### src/design/buck_prot_defs.svh
`ifndef BUCK_PROT_DEFS_SVH
`define BUCK_PROT_DEFS_SVH

// ==========================================
// Protection counts
`define BP_OCP_HICCUP_COUNT   4'ha
`define BP_HICCUP_OSC_CYCLES  13'h1000

// ==========================================
// Foldback tick masks (full, half, quarter rate)
`define BP_FOLD_MASK_FULL     2'h0
`define BP_FOLD_MASK_HALF     2'h1
`define BP_FOLD_MASK_QUARTER  2'h3

`endif

### src/design/buck_prot_pkg.sv
package buck_prot_pkg;

   // ==========================================
   // Synchronised comparator flags
   typedef struct packed {
      logic peak_limit;
      logic sink_limit;
      logic feedback_sense_ge_0p7;
      logic feedback_sense_gt_0p63;
      logic feedback_sense_ge_0p4;
      logic feedback_sense_ge_0p2;
      logic power_input_below_3p8;
      logic power_input_above_4p3;
      logic temp_above_150;
      logic temp_below_125;
      logic enable_above_1p17;
      logic enable_below_1p07;
   } comp_flags_s;

   localparam int COMP_FLAGS_W = $bits(comp_flags_s);

   // ==========================================
   // Sequencer states
   typedef enum logic [1:0] {
      ST_OFF        = 2'b00,
      ST_SOFT_START = 2'b01,
      ST_RUN        = 2'b10,
      ST_HICCUP     = 2'b11
   } seq_state_e;

endpackage

### src/design/flag_sync.sv
module flag_sync #(
   parameter int W = 1
) (
   // Clock and reset
   input  wire logic         core_clk,
   input  wire logic         srst,
   // Flags
   input  wire logic [W-1:0] d,
   output logic      [W-1:0] q
);

   logic [W-1:0] stage1;
   logic [W-1:0] next_stage1;
   logic [W-1:0] next_q;

   always_comb begin
      next_stage1 = d;
      next_q      = stage1;
   end

   always_ff @(posedge core_clk) begin
      if (srst) begin
         stage1 <= '0;
         q      <= '0;
      end else begin
         stage1 <= next_stage1;
         q      <= next_q;
      end
   end

endmodule

### src/design/wait_timer.sv
module wait_timer #(
   parameter int W = 13
) (
   // Clock and reset
   input  wire logic         core_clk,
   input  wire logic         srst,
   // Control
   input  wire logic [W-1:0] limit,
   input  wire logic         start,
   input  wire logic         tick,
   output logic              done
);

   logic [W-1:0] count;
   logic [W-1:0] next_count;
   logic         running;
   logic         next_running;

   always_comb begin
      done         = running && tick && (count == W'(limit - 1'b1));
      next_count   = count;
      next_running = running;
      if (start) begin
         next_count   = '0;
         next_running = 1'b1;
      end else if (done) begin
         next_running = 1'b0;
      end else if (running && tick) begin
         next_count = W'(count + 1'b1);
      end
   end

   always_ff @(posedge core_clk) begin
      if (srst) begin
         count   <= '0;
         running <= 1'b0;
      end else begin
         count   <= next_count;
         running <= next_running;
      end
   end

endmodule

### src/design/buck_fault_protection_sequencer.sv
`include "buck_prot_defs.svh"

module buck_fault_protection_sequencer #(
   parameter logic [12:0] HICCUP_OSC_CYCLES = `BP_HICCUP_OSC_CYCLES,
   parameter int          OCP_W             = 4
) (
   // Clock and reset
   input  wire logic                      core_clk,
   input  wire logic                      srst,
   // Oscillator and soft start ramp
   input  wire logic                      osc_tick,
   input  wire logic                      soft_start_done,
   // Comparator flags, asynchronous
   input  wire buck_prot_pkg::comp_flags_s comparators,
   // Switch drives
   output logic                           high_side_drive,
   output logic                           low_side_drive,
   // Status
   output logic                           soft_start_begin,
   output logic                           regulator_on,
   output logic                           hiccup_active,
   output buck_prot_pkg::seq_state_e      seq_state
);
   import buck_prot_pkg::*;

   // ==========================================
   // Flag synchronisers
   comp_flags_s flags;

   flag_sync #(
      .W (COMP_FLAGS_W)
   ) u_flag_sync (
      .core_clk (core_clk),
      .srst     (srst),
      .d        (comparators),
      .q        (flags)
   );

   // ==========================================
   // Fault latches with hysteresis
   logic input_undervoltage_lockout;
   logic thermal_lock;
   logic enabled;
   logic overvoltage_cutoff;
   logic next_input_undervoltage_lockout;
   logic next_thermal_lock;
   logic next_enabled;
   logic next_overvoltage_cutoff;
   logic fault;

   always_comb begin
      next_input_undervoltage_lockout = input_undervoltage_lockout;
      if (flags.power_input_below_3p8) begin
         next_input_undervoltage_lockout = 1'b1;
      end else if (flags.power_input_above_4p3) begin
         next_input_undervoltage_lockout = 1'b0;
      end
      next_thermal_lock = thermal_lock;
      if (flags.temp_above_150) begin
         next_thermal_lock = 1'b1;
      end else if (flags.temp_below_125) begin
         next_thermal_lock = 1'b0;
      end
      next_enabled = enabled;
      if (flags.enable_below_1p07) begin
         next_enabled = 1'b0;
      end else if (flags.enable_above_1p17) begin
         next_enabled = 1'b1;
      end
      next_overvoltage_cutoff = overvoltage_cutoff;
      if (flags.feedback_sense_ge_0p7) begin
         next_overvoltage_cutoff = 1'b1;
      end else if (!flags.feedback_sense_gt_0p63) begin
         next_overvoltage_cutoff = 1'b0;
      end
   end

   always_ff @(posedge core_clk) begin
      if (srst) begin
         input_undervoltage_lockout <= 1'b1;
         thermal_lock               <= 1'b0;
         enabled                    <= 1'b0;
         overvoltage_cutoff         <= 1'b0;
      end else begin
         input_undervoltage_lockout <= next_input_undervoltage_lockout;
         thermal_lock               <= next_thermal_lock;
         enabled                    <= next_enabled;
         overvoltage_cutoff         <= next_overvoltage_cutoff;
      end
   end

   assign fault = input_undervoltage_lockout || thermal_lock || !enabled;

   // ==========================================
   // Frequency foldback
   logic [1:0] fold_cnt;
   logic [1:0] next_fold_cnt;
   logic [1:0] fold_mask;
   logic       switching;
   logic       cycle_start;

   assign switching = ((seq_state == ST_SOFT_START) || (seq_state == ST_RUN)) && !overvoltage_cutoff;

   always_comb begin
      fold_mask = `BP_FOLD_MASK_FULL;
      if (seq_state == ST_SOFT_START) begin
         if (flags.feedback_sense_ge_0p4) begin
            fold_mask = `BP_FOLD_MASK_FULL;
         end else if (flags.feedback_sense_ge_0p2) begin
            fold_mask = `BP_FOLD_MASK_HALF;
         end else begin
            fold_mask = `BP_FOLD_MASK_QUARTER;
         end
      end
      cycle_start   = switching && osc_tick && ((fold_cnt & fold_mask) == `BP_FOLD_MASK_FULL);
      next_fold_cnt = fold_cnt;
      if (!switching) begin
         next_fold_cnt = 2'h0;
      end else if (osc_tick) begin
         next_fold_cnt = 2'(fold_cnt + 2'h1);
      end
   end

   always_ff @(posedge core_clk) begin
      if (srst) begin
         fold_cnt <= 2'h0;
      end else begin
         fold_cnt <= next_fold_cnt;
      end
   end

   // ==========================================
   // Cycle-by-cycle switch drive
   logic next_high_side_drive;
   logic next_low_side_drive;
   logic sink_block;
   logic next_sink_block;
   logic ocp_event;

   always_comb begin
      next_high_side_drive = high_side_drive;
      next_low_side_drive  = low_side_drive;
      next_sink_block      = sink_block;
      ocp_event            = 1'b0;
      if (!switching) begin
         next_high_side_drive = 1'b0;
         next_low_side_drive  = 1'b0;
         next_sink_block      = 1'b0;
      end else if (cycle_start) begin
         next_high_side_drive = 1'b1;
         next_low_side_drive  = 1'b0;
         next_sink_block      = 1'b0;
      end else if (low_side_drive && flags.sink_limit) begin
         next_high_side_drive = 1'b0;
         next_low_side_drive  = 1'b0;
         next_sink_block      = 1'b1;
      end else if (high_side_drive && flags.peak_limit) begin
         next_high_side_drive = 1'b0;
         next_low_side_drive  = !sink_block;
         ocp_event            = 1'b1;
      end
   end

   always_ff @(posedge core_clk) begin
      if (srst) begin
         high_side_drive <= 1'b0;
         low_side_drive  <= 1'b0;
         sink_block      <= 1'b0;
      end else begin
         high_side_drive <= next_high_side_drive;
         low_side_drive  <= next_low_side_drive;
         sink_block      <= next_sink_block;
      end
   end

   // ==========================================
   // Hiccup wait timer
   logic timer_start;
   logic hiccup_done;

   wait_timer #(
      .W (13)
   ) u_hiccup_timer (
      .core_clk (core_clk),
      .srst     (srst),
      .limit    (HICCUP_OSC_CYCLES),
      .start    (timer_start),
      .tick     (osc_tick),
      .done     (hiccup_done)
   );

   // ==========================================
   // Sequencer
   seq_state_e       next_seq_state;
   logic [OCP_W-1:0] ocp_cnt;
   logic [OCP_W-1:0] next_ocp_cnt;
   logic             next_soft_start_begin;
   logic             ocp_hit;

   assign ocp_hit = (ocp_cnt >= OCP_W'(`BP_OCP_HICCUP_COUNT));

   always_comb begin
      next_seq_state        = seq_state;
      next_soft_start_begin = 1'b0;
      timer_start           = 1'b0;
      next_ocp_cnt          = ocp_cnt;
      if (ocp_event && !ocp_hit) begin
         next_ocp_cnt = OCP_W'(ocp_cnt + 1'b1);
      end
      case (seq_state)
         ST_OFF: begin
            if (!fault) begin
               next_seq_state        = ST_SOFT_START;
               next_soft_start_begin = 1'b1;
               next_ocp_cnt          = '0;
            end
         end
         ST_SOFT_START: begin
            if (ocp_hit) begin
               next_seq_state = ST_HICCUP;
               timer_start    = 1'b1;
               next_ocp_cnt   = '0;
            end else if (soft_start_done) begin
               next_seq_state = ST_RUN;
            end
         end
         ST_RUN: begin
            if (ocp_hit || !flags.feedback_sense_ge_0p4) begin
               next_seq_state = ST_HICCUP;
               timer_start    = 1'b1;
               next_ocp_cnt   = '0;
            end
         end
         ST_HICCUP: begin
            if (hiccup_done) begin
               if (flags.peak_limit) begin
                  timer_start = 1'b1;
               end else begin
                  next_seq_state        = ST_SOFT_START;
                  next_soft_start_begin = 1'b1;
                  next_ocp_cnt          = '0;
               end
            end
         end
         default: begin
            next_seq_state = ST_OFF;
         end
      endcase
      if (fault) begin
         next_seq_state        = ST_OFF;
         next_soft_start_begin = 1'b0;
         next_ocp_cnt          = '0;
      end
   end

   always_ff @(posedge core_clk) begin
      if (srst) begin
         seq_state        <= ST_OFF;
         ocp_cnt          <= '0;
         soft_start_begin <= 1'b0;
         regulator_on     <= 1'b0;
         hiccup_active    <= 1'b0;
      end else begin
         seq_state        <= next_seq_state;
         ocp_cnt          <= next_ocp_cnt;
         soft_start_begin <= next_soft_start_begin;
         regulator_on     <= (next_seq_state != ST_OFF);
         hiccup_active    <= (next_seq_state == ST_HICCUP);
      end
   end

   // ==========================================
   // Checks
   a_drive_exclusive: assert property (@(posedge core_clk) disable iff (srst)
      !(high_side_drive && low_side_drive))
      else $error("both drives on");
   a_peak_swap: assert property (@(posedge core_clk) disable iff (srst)
      (switching && !cycle_start && high_side_drive && !low_side_drive && flags.peak_limit)
      |=> !high_side_drive && low_side_drive)
      else $error("high side not cut on peak limit");
   a_ocp_count: assert property (@(posedge core_clk) disable iff (srst)
      (ocp_event && !ocp_hit && !fault && (next_seq_state == seq_state))
      |=> (ocp_cnt == OCP_W'($past(ocp_cnt) + 1'b1)))
      else $error("overcurrent counter did not advance");
   a_ocp_hiccup: assert property (@(posedge core_clk) disable iff (srst)
      (ocp_hit && !fault && ((seq_state == ST_SOFT_START) || (seq_state == ST_RUN)))
      |=> (seq_state == ST_HICCUP) && (ocp_cnt == '0))
      else $error("no hiccup at overcurrent count");
   a_low_fb_hiccup: assert property (@(posedge core_clk) disable iff (srst)
      ((seq_state == ST_RUN) && !fault && !flags.feedback_sense_ge_0p4) |=> (seq_state == ST_HICCUP))
      else $error("no hiccup on low feedback");
   a_hiccup_off: assert property (@(posedge core_clk) disable iff (srst)
      ($past(seq_state) == ST_HICCUP) && (seq_state == ST_HICCUP) |-> !high_side_drive && !low_side_drive)
      else $error("drive active in hiccup");
   a_hiccup_retry: assert property (@(posedge core_clk) disable iff (srst)
      ((seq_state == ST_HICCUP) && hiccup_done && !fault)
      |=> (seq_state == ($past(flags.peak_limit) ? ST_HICCUP : ST_SOFT_START)))
      else $error("wrong restart decision");
   a_sink_cut: assert property (@(posedge core_clk) disable iff (srst)
      (switching && !cycle_start && low_side_drive && flags.sink_limit)
      |=> !low_side_drive && !high_side_drive)
      else $error("low side not cut on sink limit");
   a_overvolt_off: assert property (@(posedge core_clk) disable iff (srst)
      overvoltage_cutoff && $past(overvoltage_cutoff) |-> !high_side_drive && !low_side_drive)
      else $error("drive active during overvoltage");
   a_fault_shutdown: assert property (@(posedge core_clk) disable iff (srst)
      fault |=> (seq_state == ST_OFF) ##1 (!high_side_drive && !low_side_drive))
      else $error("fault did not shut down");
   a_restart_softstart: assert property (@(posedge core_clk) disable iff (srst)
      ((seq_state == ST_OFF) && !fault) |=> (seq_state == ST_SOFT_START) && soft_start_begin)
      else $error("no soft start after fault cleared");
   a_foldback_skip: assert property (@(posedge core_clk) disable iff (srst)
      ((seq_state == ST_SOFT_START) && !flags.feedback_sense_ge_0p4 && fold_cnt[0]) |-> !cycle_start)
      else $error("foldback did not skip a cycle");

endmodule

### config.mk
export PLATFORM = sky130hd
export DESIGN_NAME = buck_fault_protection_sequencer
export DESIGN_NICKNAME = d
export VERILOG_FILES = /design/src/design/buck_prot_pkg.sv /design/src/design/flag_sync.sv /design/src/design/wait_timer.sv /design/src/design/buck_fault_protection_sequencer.sv
export VERILOG_INCLUDE_DIRS = /design/src /design/src/design
export SDC_FILE = /design/constraint.sdc
export NUM_CORES = 1
export LEC_CHECK = 0
export ABC_AREA = 0
export BUFFER_PORTS_ARGS = -buffer_cell sky130_fd_sc_hd__buf_2
export CAP_MARGIN = 10
export CORE_ASPECT_RATIO = 0.75
export CORE_MARGIN = 2
export CORE_UTILIZATION = 62
export DETAILED_ROUTE_END_ITERATION = 10
export GPL_ROUTABILITY_DRIVEN = 0
export GPL_TIMING_DRIVEN = 0
export PLACE_DENSITY = 0.93
export SLEW_MARGIN = 30
export SYNTH_ARGS = -nofsm -noshare
export SYNTH_HDL_FRONTEND = slang
export SYNTH_SLANG_ARGS = --single-unit
### constraint.sdc
create_clock -name core_clk -period 3.9 [get_ports core_clk]
set_clock_uncertainty 0.05 [all_clocks]
set_input_delay 0.78 -clock core_clk [delete_from_list [all_inputs] [get_ports core_clk]]
set_output_delay 0.78 -clock core_clk [all_outputs]
set_load 0.02 [all_outputs]
# Word level (Yosys, flattened, before mapping)
# Index checks and enable logic that the tools add are counted.
# W data, S select, Z words.
classes:
  muxes: 37
  reduce_logical: 31
  n_lt_le_gt_ge: 1
  n_eq_ne: 6
  n_bitwise: 3
  add_sub_neg: 3
op_table:
  columns: ["op", "count"]
  rows:
  - ["$mux W4", 5]
  - ["$mux W1", 19]
  - ["$mux W2", 9]
  - ["$pmux W4 S4", 1]
  - ["$add A13 B1 Y13 const B", 1]
  - ["$eq A13 B12 Y1 const B", 1]
  - ["$reduce_or A2 Y1", 5]
  - ["$logic_and A1 B1 Y1", 8]
  - ["$pmux W2 S4", 1]
  - ["$eq A2 B2 Y1 const B", 3]
  - ["$reduce_bool A2 Y1", 3]
  - ["$logic_not A1 Y1", 5]
  - ["$add A4 B1 Y4 const B", 1]
  - ["$ge A4 B4 Y1 const B", 1]
  - ["$logic_not A2 Y1", 2]
  - ["$logic_or A1 B1 Y1", 4]
  - ["$reduce_or A4 Y1", 1]
  - ["$pmux W1 S3", 1]
  - ["$reduce_bool A3 Y1", 1]
  - ["$reduce_or A3 Y1", 1]
  - ["$add A2 B1 Y2 const B", 1]
  - ["$and A2 B2 Y2", 1]
  - ["$eq A2 B1 Y1 const B", 1]
  - ["$ne A2 B1 Y1 const B", 1]
  - ["3 further kinds", 4]
totals:
  inputBits: 16
  register_bits: 56
  output_inout_bits: 7

# Logic depth before layout (Yosys ltp)
# Gate-level depths: netlist of run 1.
logic_depth:
  ltp_word: 13
  mapped_depth: 8
  ltp_nobuf: 7

# Hierarchy
# Synthesis of run 1 repeated with hierarchy kept, for this count alone.
unflattened:
  cells_unflattened: 292
  hier_area_um2: 2830.2
by_module_without_submodules:
  columns: ["mod", "instances", "seq_area_each_um2", "area_each_um2", "cells_per_inst"]
  rows:
  - ["wait_timer", 1, 280.3, 1236.2, 142]
  - ["buck_fault_protection_sequencer", 1, 360.3, 900.9, 100]
  - ["flag_sync", 1, 480.5, 693.2, 50]

# Least setup slack after synthesis of run 1
# No wires, ideal clock.
synth_path:
  path_type: "input port to flip-flop"
  start: "input osc_tick"
  end: "register u_hiccup_timer.count[7]"
  slack_ns: 1.994
  n_path_buf: 2
  t_arrival_ns: 1.740
  setup_ns: 0.116
  path_stages: 7
  path_cell_list: "buf_2 -> and2_1 -> nand3_1 -> o211a_1 -> o21bai_4 -> buf_6 -> nor2_1"
synth_between:
  elab_chain_len: 5
  word_cells_on_any_way: 7
  classes_between: "mux (2); bitwise (1); reduce/logical (4)"
synth_lines:
  columns: ["element", "line", "rtl"]
  rows:
  - ["start: declaration", "buck_fault_protection_sequencer.sv:11", "input wire logic osc_tick,"]
  - ["$logic_and A1 B1 Y1 *", "wait_timer.sv:20, wait_timer.sv:28", null]
  - ["$logic_and A1 B1 Y1", "wait_timer.sv:20", "done = running && tick && (count == W'(limit - 1'b1));"]
  - ["$mux W1", "buck_fault_protection_sequencer.sv:235", "if (hiccup_done) begin"]
  - ["$pmux W1 S3", "buck_fault_protection_sequencer.sv:210", "case (seq_state)"]
  - ["$reduce_or A2 Y1 (no source line)", null, null]
  - ["end signal: assignment", "wait_timer.sv:38", "count <= next_count;"]
  - ["end: declaration", "wait_timer.sv:14", "logic [W-1:0] count;"]
# Every way passes the cells marked *; elsewhere a longest branch is shown, timed or not.
# A chain may end at the register's enable or synchronous reset.

# Final worst setup path of run 1
layout_path:
  start: "register seq_state[1]"
  end: "register ocp_cnt[1]"
layout_between:
  elab_chain_len: 12
  word_cells_on_any_way: 20
  classes_between: "eq/ne (3); mux (9); bitwise (1); reduce/logical (7)"
layout_lines:
  columns: ["element", "line", "rtl"]
  rows:
  - ["start: declaration", "buck_fault_protection_sequencer.sv:22", "output buck_prot_pkg::seq_state_e seq_state"]
  - ["start signal: assignment", "buck_fault_protection_sequencer.sv:264", "seq_state <= next_seq_state;"]
  - ["$eq A2 B1 Y1 or $eq A2 B2 Y1 (tied branches)", "buck_fault_protection_sequencer.sv:102, buck_fault_protection_sequencer.sv:106, buck_fault_protection_sequencer.sv:210", null]
  - ["$mux W2 or $logic_or A1 B1 Y1 (tied branches)", "buck_fault_protection_sequencer.sv:106, buck_fault_protection_sequencer.sv:102", null]
  - ["$and A2 B2 Y2 or $logic_and A1 B1 Y1 (tied branches)", "buck_fault_protection_sequencer.sv:115, buck_fault_protection_sequencer.sv:102", null]
  - ["$logic_not A2 Y1 (no source line) or $logic_and A1 B1 Y1 (tied branches)", null, null]
  - ["$logic_and A1 B1 Y1", "buck_fault_protection_sequencer.sv:115", "cycle_start = switching && osc_tick && ((fold_cnt & fold_mask) == `BP_FOLD_MASK_FULL);"]
  - ["$mux W1", "buck_fault_protection_sequencer.sv:149", "end else if (cycle_start) begin"]
  - ["$mux W1", "buck_fault_protection_sequencer.sv:145", "if (!switching) begin"]
  - ["$logic_and A1 B1 Y1", "buck_fault_protection_sequencer.sv:207", "if (ocp_event && !ocp_hit) begin"]
  - ["$mux W4", "buck_fault_protection_sequencer.sv:207", null]
  - ["$mux W4", "buck_fault_protection_sequencer.sv:236", "if (flags.peak_limit) begin"]
  - ["$mux W4", "buck_fault_protection_sequencer.sv:235", null]
  - ["$pmux W4 S4 *", "buck_fault_protection_sequencer.sv:210", null]
  - ["end signal: assignment", "buck_fault_protection_sequencer.sv:265", "ocp_cnt <= next_ocp_cnt;"]
  - ["end: declaration", "buck_fault_protection_sequencer.sv:195", "logic [OCP_W-1:0] ocp_cnt;"]
# Marked as above.

==> impl_metrics.json, run 1 <==
{
  "clockRootBuffer": "clkbuf_8",
  "coreArea_um2": 3590,
  "hold_violations": 0,
  "dieArea_um2": 4179,
  "yosysSeqAreaShare": 0.4923,
  "r2r_end": "ocp_cnt[1]",
  "synth-edff-count": 0,
  "worst-slew-pin-transition_ns": 0.4376,
  "synth_xor_area_frac": 0.03077,
  "via_count": 1695,
  "synth_cell_types": 45,
  "antenna_left": 0,
  "nets": 294,
  "syn2layout_area_growth_pct": 11.76,
  "synth_top_family_by_area": "simple AND/OR/NAND/NOR gates",
  "synth.area.top_cells": "dfxtp_1 (49%), nor2b_1 (7.1%), ha_1 (4.9%)",
  "cp-end-kind": "flop",
  "whs_path_depth": 1,
  "syn_nets": 266,
  "path_class": "reg -> reg",
  "comb_power_share": 0.032,
  "cts_inserted_buffers": 5,
  "port_buffers": 21,
  "power_density_nw_per_um2": 378.1,
  "synth_seq_cells": 56,
  "slew_violations": 0,
  "syn_avg_cell_area_um2": 9.449,
  "critPathTopFamily": "simple AND/OR/NAND/NOR gates",
  "synth_compound_area_frac": 0.1016,
  "power_switching_mw": 0.2251,
  "hold_path_end": "input_undervoltage_lockout",
  "hpwl_um": 2809,
  "synth-async-reset-ratio": 0,
  "totalWireLength_um": 3905,
  "antenna_found_initial": 0,
  "drtIter0Drc": 133,
  "cts-hold-fix-buffers": 0,
  "synth_simple_gate_area_frac": 0.2780,
  "p_leak_nw": 0.9999,
  "die_h_um": 56.49,
  "start_util": 0.6344,
  "critPathArrivalTime_ns": 2.28,
  "cts_buffer_depth": 2,
  "grt_pass1_vias": 1523,
  "synth-main-ff-cell": "dfxtp_1",
  "clkSlewWorstSetupHoldPaths_ns": 0.11,
  "syn_inst": 241,
  "n_antenna_cell": 0,
  "vias_per_cell": 5.264,
  "num_rows": 19,
  "worstPathMaxFanout": 7,
  "clkPwrFrac": 0.355,
  "grt_pass1_wl_um": 6720,
  "synthAdderAreaFrac": 0.04945,
  "slowest_delay_ns": 0.50,
  "routedWlPerCell_um": 12.13,
  "hold_path_class": "reg -> reg",
  "drive_gt1_frac": 0.1519,
  "cts_resized": 0,
  "setup_tns_ns": 0,
  "grt_usage": 0.2089,
  "outcome": "complete, no violations",
  "period_share": 0.5383,
  "slew_headroom": 0.7083,
  "drt-pass1-iter-count": 4,
  "r2r_cells": 7,
  "critPathLaunchType": "flop",
  "synth_warnings": 0,
  "syn_area_um2": 2277,
  "ir_drop_v": 0.0003587,
  "timing.rr.start": "seq_state[1]",
  "synth_top_cell_by_area": "dfxtp_1",
  "die_w_um": 73.98,
  "r2r_slack_ns": 1.80,
  "seq_power_share": 0.612,
  "drc": 0,
  "netlist.area_leader.share": 0.4923,
  "worstHoldStart": "u_flag_sync.q[4]",
  "critical_path.cell_chain": "inv_1, ha_1, nor2b_1, nand2_1, nor3_2, a21oi_1, a311oi_1",
  "cts_setup_buffers": 0,
  "finalPower_mw": 0.9623,
  "internal_power_mw": 0.7373,
  "maxCapViolCount": 0,
  "cp.required_ns": 4.08,
  "cp_num_buf_inv": 1,
  "fmax_mhz": 476.4,
  "synth_mux_area_frac": 0.01758,
  "ios": 23,
  "overflow": 0,
  "grt_max_degree": 21,
  "cts_tree": "yes",
  "setup-violations-final": 0,
  "critical-path-slowest-cell": "dfxtp_1",
  "startpoint": "seq_state[1]",
  "cts_sinks": 56,
  "clkLatencyLatePin_ns": 0.32,
  "ctsHtreeMaxLevel": 2,
  "p_sw_frac": 0.2339,
  "rsz0062_at_grt": "no",
  "layout_min_cycle_time_ns": 2.099
}
[worst max-delay path by stage]
stage / end / slack [ns] / depth (start not counted)
final: ocp_cnt[1] / 1.80 / 7
after global routing: ocp_cnt[1] / 1.52 / 7
after CTS: ocp_cnt[1] / 1.81 / 7
after detailed placement: ocp_cnt[1] / 1.76 / 6
after global placement: ocp_cnt[1] / 1.79 / 6
after floorplan: u_hiccup_timer.count[7] / 1.99 / 7
[Yosys cell counts, types with 2 or more instances]
cell / number
dfxtp_1: 56
nor2_1: 27
nor2b_1: 26
nand2_1: 14
a21oi_1: 13
inv_1: 10
nand3_1: 10
ha_1: 9
nor3_1: 9
o21ai_0: 7
xor2_1: 5
and3_1: 4
clkbuf_1: 4
mux2i_1: 4
nand4_1: 4
a31oi_1: 3
and2_1: 3
xnor2_1: 3
nor3_2: 2
nor4_1: 2
o31ai_1: 2
[cells by family (layout without fill, tap and decap cells)]
logic type      count (synthesis)  in the layout
compound gates                 35             35
xor+xnor                        8              8
fa+ha+maj                       9              9
buf+inv                        16             45
flops                          56             56
mux                             4              4
simple gates                  113            113
[metal layers]
layer	global-route usage	up-vias	share of wire	wire [µm]
li1	-	880	-	-
met1	0.2836	777	0.50	1937
met2	0.3176	32	0.45	1746
met3	0.06463	6	0.044	170
met4	0.06494	0	0.013	51
met5	0	-	0	0
[per-stage QoR]
stage / util / cell area, µm² / instances / worst slack, ns / hold WS, ns
6_report: 0.7090 / 2545 / 322 / 1.801 / 0.3613
5_1_grt: 0.7090 / 2545 / 322 / 1.516 / 0.3685
4_1_cts: 0.7090 / 2545 / 322 / 1.810 / 0.3613
3_5_place_dp: 0.6818 / 2447 / 314 / 1.761 / 0.3451
3_3_place_gp: 0.6818 / 2447 / 314 / 1.790 / 0.3281
2_1_floorplan: - / 2277 / 241 / 1.994 / 0.3232
[power by group through the flow]
stage | clock, mW | sequential [mW] | combinational (mW)
after floorplan | 0 | 0.601 | 0.0201
after global placement | 0 | 0.602 | 0.0299
after detailed placement | 0 | 0.602 | 0.0314
after CTS | 0.344 | 0.589 | 0.0318
after global routing | 0.374 | 0.591 | 0.0356
final | 0.342 | 0.589 | 0.0312
[layout by cell type (no fill, tap or decap), types with 5 or more instances in the layout]
cell type and n:
ha_1 9, xor2_1 5, nand2_1 14, nor2_1 27
a21oi_1 13, buf_2 22, nor3_1 9, clkbuf_8 5
nand3_1 10, inv_1 10, dfxtp_1 56, nor2b_1 26
o21ai_0 7
[layout make-up]
| cell class | count | area (µm²) |
|---|---|---|
| fill | 277 | 1045 |
| clock inverter | 3 | 28.78 |
| buffer | 6 | 31.28 |
| clock buffer | 5 | 68.82 |
| timing repair buffer | 21 | 105.1 |
| multi-input combinational | 169 | 1087 |
| sequential | 56 | 1121 |
| tap | 52 | 65.06 |
| inverter | 10 | 37.54 |
[registers in the layout (all words and copies together), names as in the netlist]
register and flops:
u_hiccup_timer.count 13, u_flag_sync.next_q 12, u_flag_sync.q 12, ocp_cnt 4
fold_cnt 2, seq_state 2, enabled 1, hiccup_active 1
high_side_drive 1, input_undervoltage_lockout 1, low_side_drive 1, overvoltage_cutoff 1
regulator_on 1, sink_block 1, soft_start_begin 1, thermal_lock 1
u_hiccup_timer.running 1
[worst register-to-register path: stages (launching register included)]
cell and delay, ns:
dfxtp_1 0.50, inv_1 0.13, ha_1 0.32, nor2b_1 0.28, nand2_1 0.12, nor3_2 0.27
a21oi_1 0.11, a311oi_1 0.24
Power figures use the tool's default switching activity.
==> run 2, diff against run 1 <==
--- a/config.mk
+++ b/config.mk
@@ -11,11 +11,11 @@
 export CAP_MARGIN = 10
 export CORE_ASPECT_RATIO = 0.75
 export CORE_MARGIN = 2
-export CORE_UTILIZATION = 62
+export CORE_UTILIZATION = 57
 export DETAILED_ROUTE_END_ITERATION = 10
 export GPL_ROUTABILITY_DRIVEN = 0
 export GPL_TIMING_DRIVEN = 0
-export PLACE_DENSITY = 0.93
+export PLACE_DENSITY = 0.87
 export SLEW_MARGIN = 30
 export SYNTH_ARGS = -nofsm -noshare
 export SYNTH_HDL_FRONTEND = slang
==> constraint.sdc (replaced) <==
create_clock -name core_clk -period 2.2 [get_ports core_clk]
set_clock_uncertainty 0.05 [all_clocks]
set_input_delay 0.44 -clock core_clk [delete_from_list [all_inputs] [get_ports core_clk]]
set_output_delay 0.44 -clock core_clk [all_outputs]
set_load 0.02 [all_outputs]
==> run 2 against run 1 <==
- setup slack lost 1.6 ns
- flip-flop and latch count is the same
- routed wire length shrank 3.7%
- cell count is the same
- via count shrank 1.0%
- global-route usage shrank 2.8 points
- sequential share of layout area shrank 0.087 points
- first-iteration DRC count shrank 44%
- critical path type unchanged
- highest routed layer unchanged
==> impl_metrics.json, run 2 (synthesized netlist as in run 1, its figures left out) <==
{
  "outcome": "complete, no violations",
  "die_h_um": 58.74,
  "maxCapViolCount": 0,
  "r2r_cells": 6,
  "totalWireLength_um": 3759,
  "n_antenna_cell": 0,
  "grt_max_degree": 20,
  "endpoint": "ocp_cnt[1]",
  "internal_power_mw": 1.299,
  "cts-hold-fix-buffers": 0,
  "utilization": 0.6789,
  "die_w_um": 76.99,
  "drtIter0Drc": 75,
  "start_util": 0.6063,
  "final_cell_mix": "dfxtp_1 (56), nor2_1 (27), nor2b_1 (25), buf_2 (22), nand2_1 (14)",
  "slowest_delay_ns": 0.45,
  "grt_pass1_vias": 1458,
  "largest_register_ff_count": 13,
  "comb_power_share": 0.032,
  "power_switching_mw": 0.3823,
  "hpwl_um": 2802,
  "worstPathMaxFanout": 5,
  "vias_per_cell": 5.211,
  "rsz0062_at_grt": "no",
  "nets": 294,
  "ios": 23,
  "antenna_found_initial": 0,
  "cts_inserted_buffers": 5,
  "ir_drop_v": 0.0005232,
  "multi_input_area_um2": 1096,
  "setup_tns_ns": 0,
  "fillers": 304,
  "r2r_slack_ns": 0.23,
  "clkLatencyLatePin_ns": 0.31,
  "layout.cells.most_common": "dfxtp_1",
  "hold_violations": 0,
  "layout_min_cycle_time_ns": 1.965,
  "r2r_end": "ocp_cnt[1]",
  "clkPwrFrac": 0.346,
  "slew_headroom": 0.6707,
  "worst-slew-pin-transition_ns": 0.4898,
  "grt_usage": 0.1804,
  "slew_violations": 0,
  "clockRootBuffer": "clkbuf_8",
  "setup-violations-final": 0,
  "regArea_um2": 1121,
  "top_register": "u_hiccup_timer.count",
  "routedWlPerCell_um": 11.67,
  "finalPower_mw": 1.681,
  "timing.rr.start": "u_hiccup_timer.count[0]",
  "syn2layout_area_growth_pct": 11.98,
  "num_rows": 19,
  "startpoint": "u_hiccup_timer.count[0]",
  "dieArea_um2": 4522,
  "cp-end-kind": "flop",
  "antenna_left": 0,
  "clkSlewWorstSetupHoldPaths_ns": 0.10,
  "drive_gt1_frac": 0.1556,
  "critical_path.cell_chain": "ha_1, and4b_4, nand2_2, o41a_1, o21ai_2, a311oi_1",
  "critPathArrivalTime_ns": 2.11,
  "cts_buffer_depth": 2,
  "port_buffers": 21,
  "cts_sinks": 56,
  "via_count": 1678,
  "drt-pass1-iter-count": 4,
  "critical-path-slowest-cell": "o41a_1",
  "path_class": "reg -> reg",
  "grt_pass1_wl_um": 6486,
  "seq_power_share": 0.621,
  "cts_tree": "yes",
  "p_sw_frac": 0.2275,
  "ctsHtreeMaxLevel": 2,
  "cp.required_ns": 2.35,
  "critPathLaunchType": "flop",
  "p_leak_nw": 0.9939,
  "overflow": 0,
  "fmax_mhz": 508.8,
  "coreArea_um2": 3756,
  "period_share": 0.8933,
  "drc": 0,
  "hold_path_class": "in -> reg",
  "power_density_nw_per_um2": 659.2
}
-- run 2: worst max-delay path, delay by kind of cell, from the launching register on --
kind | cells | cell delay (ns)
AOI/OAI and AO/OA | 3 | 0.75
adders and majority gates | 1 | 0.27
DFF | 1 | 0.41
and+or+nand+nor | 2 | 0.37
-- run 2: cell type report --
cell class                 count  share of cell area
tap                           52             0.02552
timing repair buffer          21             0.04122
sequential                    56              0.4396
multi-input combinational    169              0.4298
clock inverter                 3            0.009814
buffer                         6             0.01227
inverter                      10             0.01472
clock buffer                   5             0.02699
-- run 2: worst min-delay path by stage --
| stage | start | end | slack, ns | cells past startpoint |
|---|---|---|---|---|
| final | comparators[9] | u_flag_sync.next_q[9] | 0.28 | 2 |
| after global routing | comparators[3] | u_flag_sync.next_q[3] | 0.28 | 2 |
| after CTS | comparators[3] | u_flag_sync.next_q[3] | 0.27 | 2 |
| after detailed placement | u_flag_sync.q[0] | enabled | 0.34 | 1 |
| after global placement | u_flag_sync.q[0] | enabled | 0.33 | 1 |
| after floorplan | u_flag_sync.q[0] | enabled | 0.32 | 1 |
-- run 2: routing by layer --
metal,GRT usage,wire length (µm),vias up,share of wire
met2,0.2995,1621,39,0.43
met5,0,0,-,0
met3,0.04755,202,4,0.054
li1,-,-,877,-
met1,0.2335,1894,758,0.50
met4,0.06122,40,0,0.011
-- run 2: stage by stage --
stage	cells	hold WS, ns	area, µm²	worst slack, ns
final	322	0.2787	2550	0.2348
after global routing	322	0.2782	2550	0.01668
after CTS	322	0.2716	2541	0.1743
after detailed placement	314	0.3378	2447	0.2016
after global placement	314	0.3286	2447	0.2579
after floorplan	241	0.3232	2277	0.3128
-- run 2: power by group through the flow --
stage                     Sequential, mW  Combinational (mW)  Clock, mW
after floorplan                     1.07              0.0357          0
after detailed placement            1.07              0.0549          0
after global placement              1.07              0.0534          0
after global routing                1.05              0.0619      0.628
after CTS                           1.04              0.0550      0.595
final                               1.04              0.0542      0.582
-- run 2: what timing repair did --
action / in CTS / in global routing
setup endpoints to repair: 0 / 2
resized for setup: 0 / 2
buffers inserted: 0 / 0
==> run 3, diff against run 2 <==
--- a/config.mk
+++ b/config.mk
@@ -11,11 +11,12 @@
 export CAP_MARGIN = 10
 export CORE_ASPECT_RATIO = 0.75
 export CORE_MARGIN = 2
-export CORE_UTILIZATION = 57
+export CORE_UTILIZATION = 52
 export DETAILED_ROUTE_END_ITERATION = 10
 export GPL_ROUTABILITY_DRIVEN = 0
 export GPL_TIMING_DRIVEN = 0
-export PLACE_DENSITY = 0.87
+export PLACE_DENSITY = 0.84
+export RECOVER_POWER = 50
 export SLEW_MARGIN = 30
 export SYNTH_ARGS = -nofsm -noshare
 export SYNTH_HDL_FRONTEND = slang
==> constraint.sdc (replaced) <==
create_clock -name core_clk -period 1.69 [get_ports core_clk]
set_clock_uncertainty 0.05 [all_clocks]
set_input_delay 0.338 -clock core_clk [delete_from_list [all_inputs] [get_ports core_clk]]
set_output_delay 0.338 -clock core_clk [all_outputs]
set_load 0.02 [all_outputs]
==> run 3 against run 2 <==
- the flow now finishes with violations (negative setup slack)
- critical path depth is 1 higher
- cell count is 5.9% higher
- fmax is 13% higher
- final area is 8.4% higher
- clock-buffer cell count stayed put
- first-iteration DRC count is 59% higher
- sequential share of layout area is 2.8 points lower
- hold slack worse by 0.11 ns
==> impl_metrics.json, run 3 (synthesized netlist as in run 1, its figures left out) <==
{
  "routedWlPerCell_um": 12.95,
  "cts_inserted_buffers": 5,
  "cp-end-kind": "flop",
  "largest_register_ff_count": 13,
  "clkSlewWorstSetupHoldPaths_ns": 0.10,
  "cts_tree": "yes",
  "final_cell_area_um2": 2765,
  "top_register": "u_hiccup_timer.count",
  "cts_sinks": 56,
  "drive_gt1_frac": 0.2552,
  "hold_violations": 0,
  "critPathArrivalTime_ns": 1.89,
  "fmax_mhz": 576.6,
  "slew_violations": 0,
  "start_util": 0.5515,
  "drtIter0Drc": 119,
  "grt_pass1_wl_um": 7300,
  "die_h_um": 61.31,
  "num_rows": 20,
  "coreArea_um2": 4129,
  "critPathLaunchType": "flop",
  "final_cell_mix": "dfxtp_1 (49), nor2_1 (27), nor2b_1 (25), buf_2 (19)",
  "maxCapViolCount": 0,
  "r2r_cells": 7,
  "setup_tns_ns": -0.4512,
  "slew_headroom": 0.7059,
  "drt-pass1-iter-count": 6,
  "syn2layout_area_growth_pct": 21.43,
  "cts-hold-fix-buffers": 0,
  "grt_pass1_vias": 1663,
  "via_count": 1754,
  "antenna_found_initial": 0,
  "p_leak_nw": 1.077,
  "hold_path_class": "in -> reg",
  "ios": 23,
  "finalPower_mw": 2.192,
  "pre_cts_slack_ns": -0.2035,
  "antenna_left": 0,
  "setup-violations-final": 19,
  "hpwl_um": 2793,
  "drc": 0,
  "overflow": 0,
  "period_share": 1.026,
  "power_density_nw_per_um2": 792.9,
  "nets": 310,
  "ir_drop_v": 0.0007668,
  "fin_ws_ns": -0.04418,
  "path_class": "reg -> reg",
  "internal_power_mw": 1.690,
  "utilization": 0.6697,
  "grt_max_degree": 20,
  "clkPwrFrac": 0.346,
  "clkLatencyLatePin_ns": 0.32,
  "vias_per_cell": 5.144,
  "layout.cells.most_common": "dfxtp_1",
  "violations": "negative setup slack",
  "cp.required_ns": 1.84,
  "n_antenna_cell": 0,
  "worstPathMaxFanout": 3,
  "cts_buffer_depth": 2,
  "clockRootBuffer": "clkbuf_8",
  "placed_cell_area_um2": 2466,
  "die_w_um": 80.41,
  "layout_min_cycle_time_ns": 1.734,
  "p_sw_frac": 0.2293,
  "comb_power_share": 0.036,
  "power_switching_mw": 0.5028,
  "rsz0062_at_grt": "yes",
  "totalWireLength_um": 4415,
  "seq_power_share": 0.618,
  "dieArea_um2": 4930,
  "outcome": "finished, violations left",
  "port_buffers": 21,
  "worst-slew-pin-transition_ns": 0.4412,
  "whs_path_depth": 2,
  "ctsHtreeMaxLevel": 2,
  "grt_usage": 0.2008
}
[run 3: cell count changes in the layout (fill, tap and decap cells not counted), sizes merged]
| cell | previous run | this run |
|---|---|---|
| buf | 23 | 36 |
| clkbuf | 9 | 12 |
[run 3: stage by stage]
stage / instances / hold WS [ns]
floorplan: 241 / 0.3232
global placement: 317 / 0.3285
detailed placement: 317 / 0.3297
CTS: 340 / 0.1643
global route: 341 / 0.1602
finish: 341 / 0.1721
[run 3: layer usage]
| metal | global-route usage | routed length, µm | part of all wire |
|---|---|---|---|
| met5 | 0 | 0 | 0 |
| met4 | 0.06780 | 103 | 0.023 |
| met3 | 0.06598 | 214 | 0.048 |
| met2 | 0.3345 | 1998 | 0.45 |
| met1 | 0.2512 | 2099 | 0.48 |
[run 3: area by class of cell]
cell class / count / area (µm²)
Sequential cell: 56 / 1137
Tap cell: 55 / 68.82
Multi-Input combinational cell: 169 / 1164
Clock inverter: 3 / 25.02
Fill cell: 312 / 1364
Buffer: 6 / 31.28
Timing Repair Buffer: 37 / 232.7
Clock buffer: 5 / 68.82
Inverter: 10 / 37.54
[run 3: final timing paths]
kind                                         startpoint                     to  slack (ns)
worst min-delay path                     comparators[2]  u_flag_sync.next_q[2]        0.17
worst min register to register         u_flag_sync.q[0]                enabled        0.34
worst max register to register  u_hiccup_timer.count[1]           regulator_on       -0.04
worst max-delay path            u_hiccup_timer.count[1]           regulator_on       -0.04
[run 3: repair_timing]
action                                  4_1_cts  5_1_grt
cloned                                        1        0
resized for setup                            19        6
pin swaps                                    16        5
endpoints found under the setup margin       23       24
setup buffers                                14        1
[run 3: power by group through the flow]
stage	registers, mW	logic [mW]	clock network, mW
CTS	1.36	0.0801	0.776
finish	1.36	0.0792	0.758
global placement	1.39	0.0698	0
detailed placement	1.39	0.0728	0
global route	1.36	0.0891	0.845
floorplan	1.39	0.0465	0
[run 3: worst max-delay path, stage by stage, from the launching register on]
cell	delay, ns
dfxtp_2	0.37
ha_4	0.14
and4b_4	0.27
buf_6	0.11
nand2_4	0.04
o41a_1	0.36
a21oi_2	0.19
a21oi_1	0.09
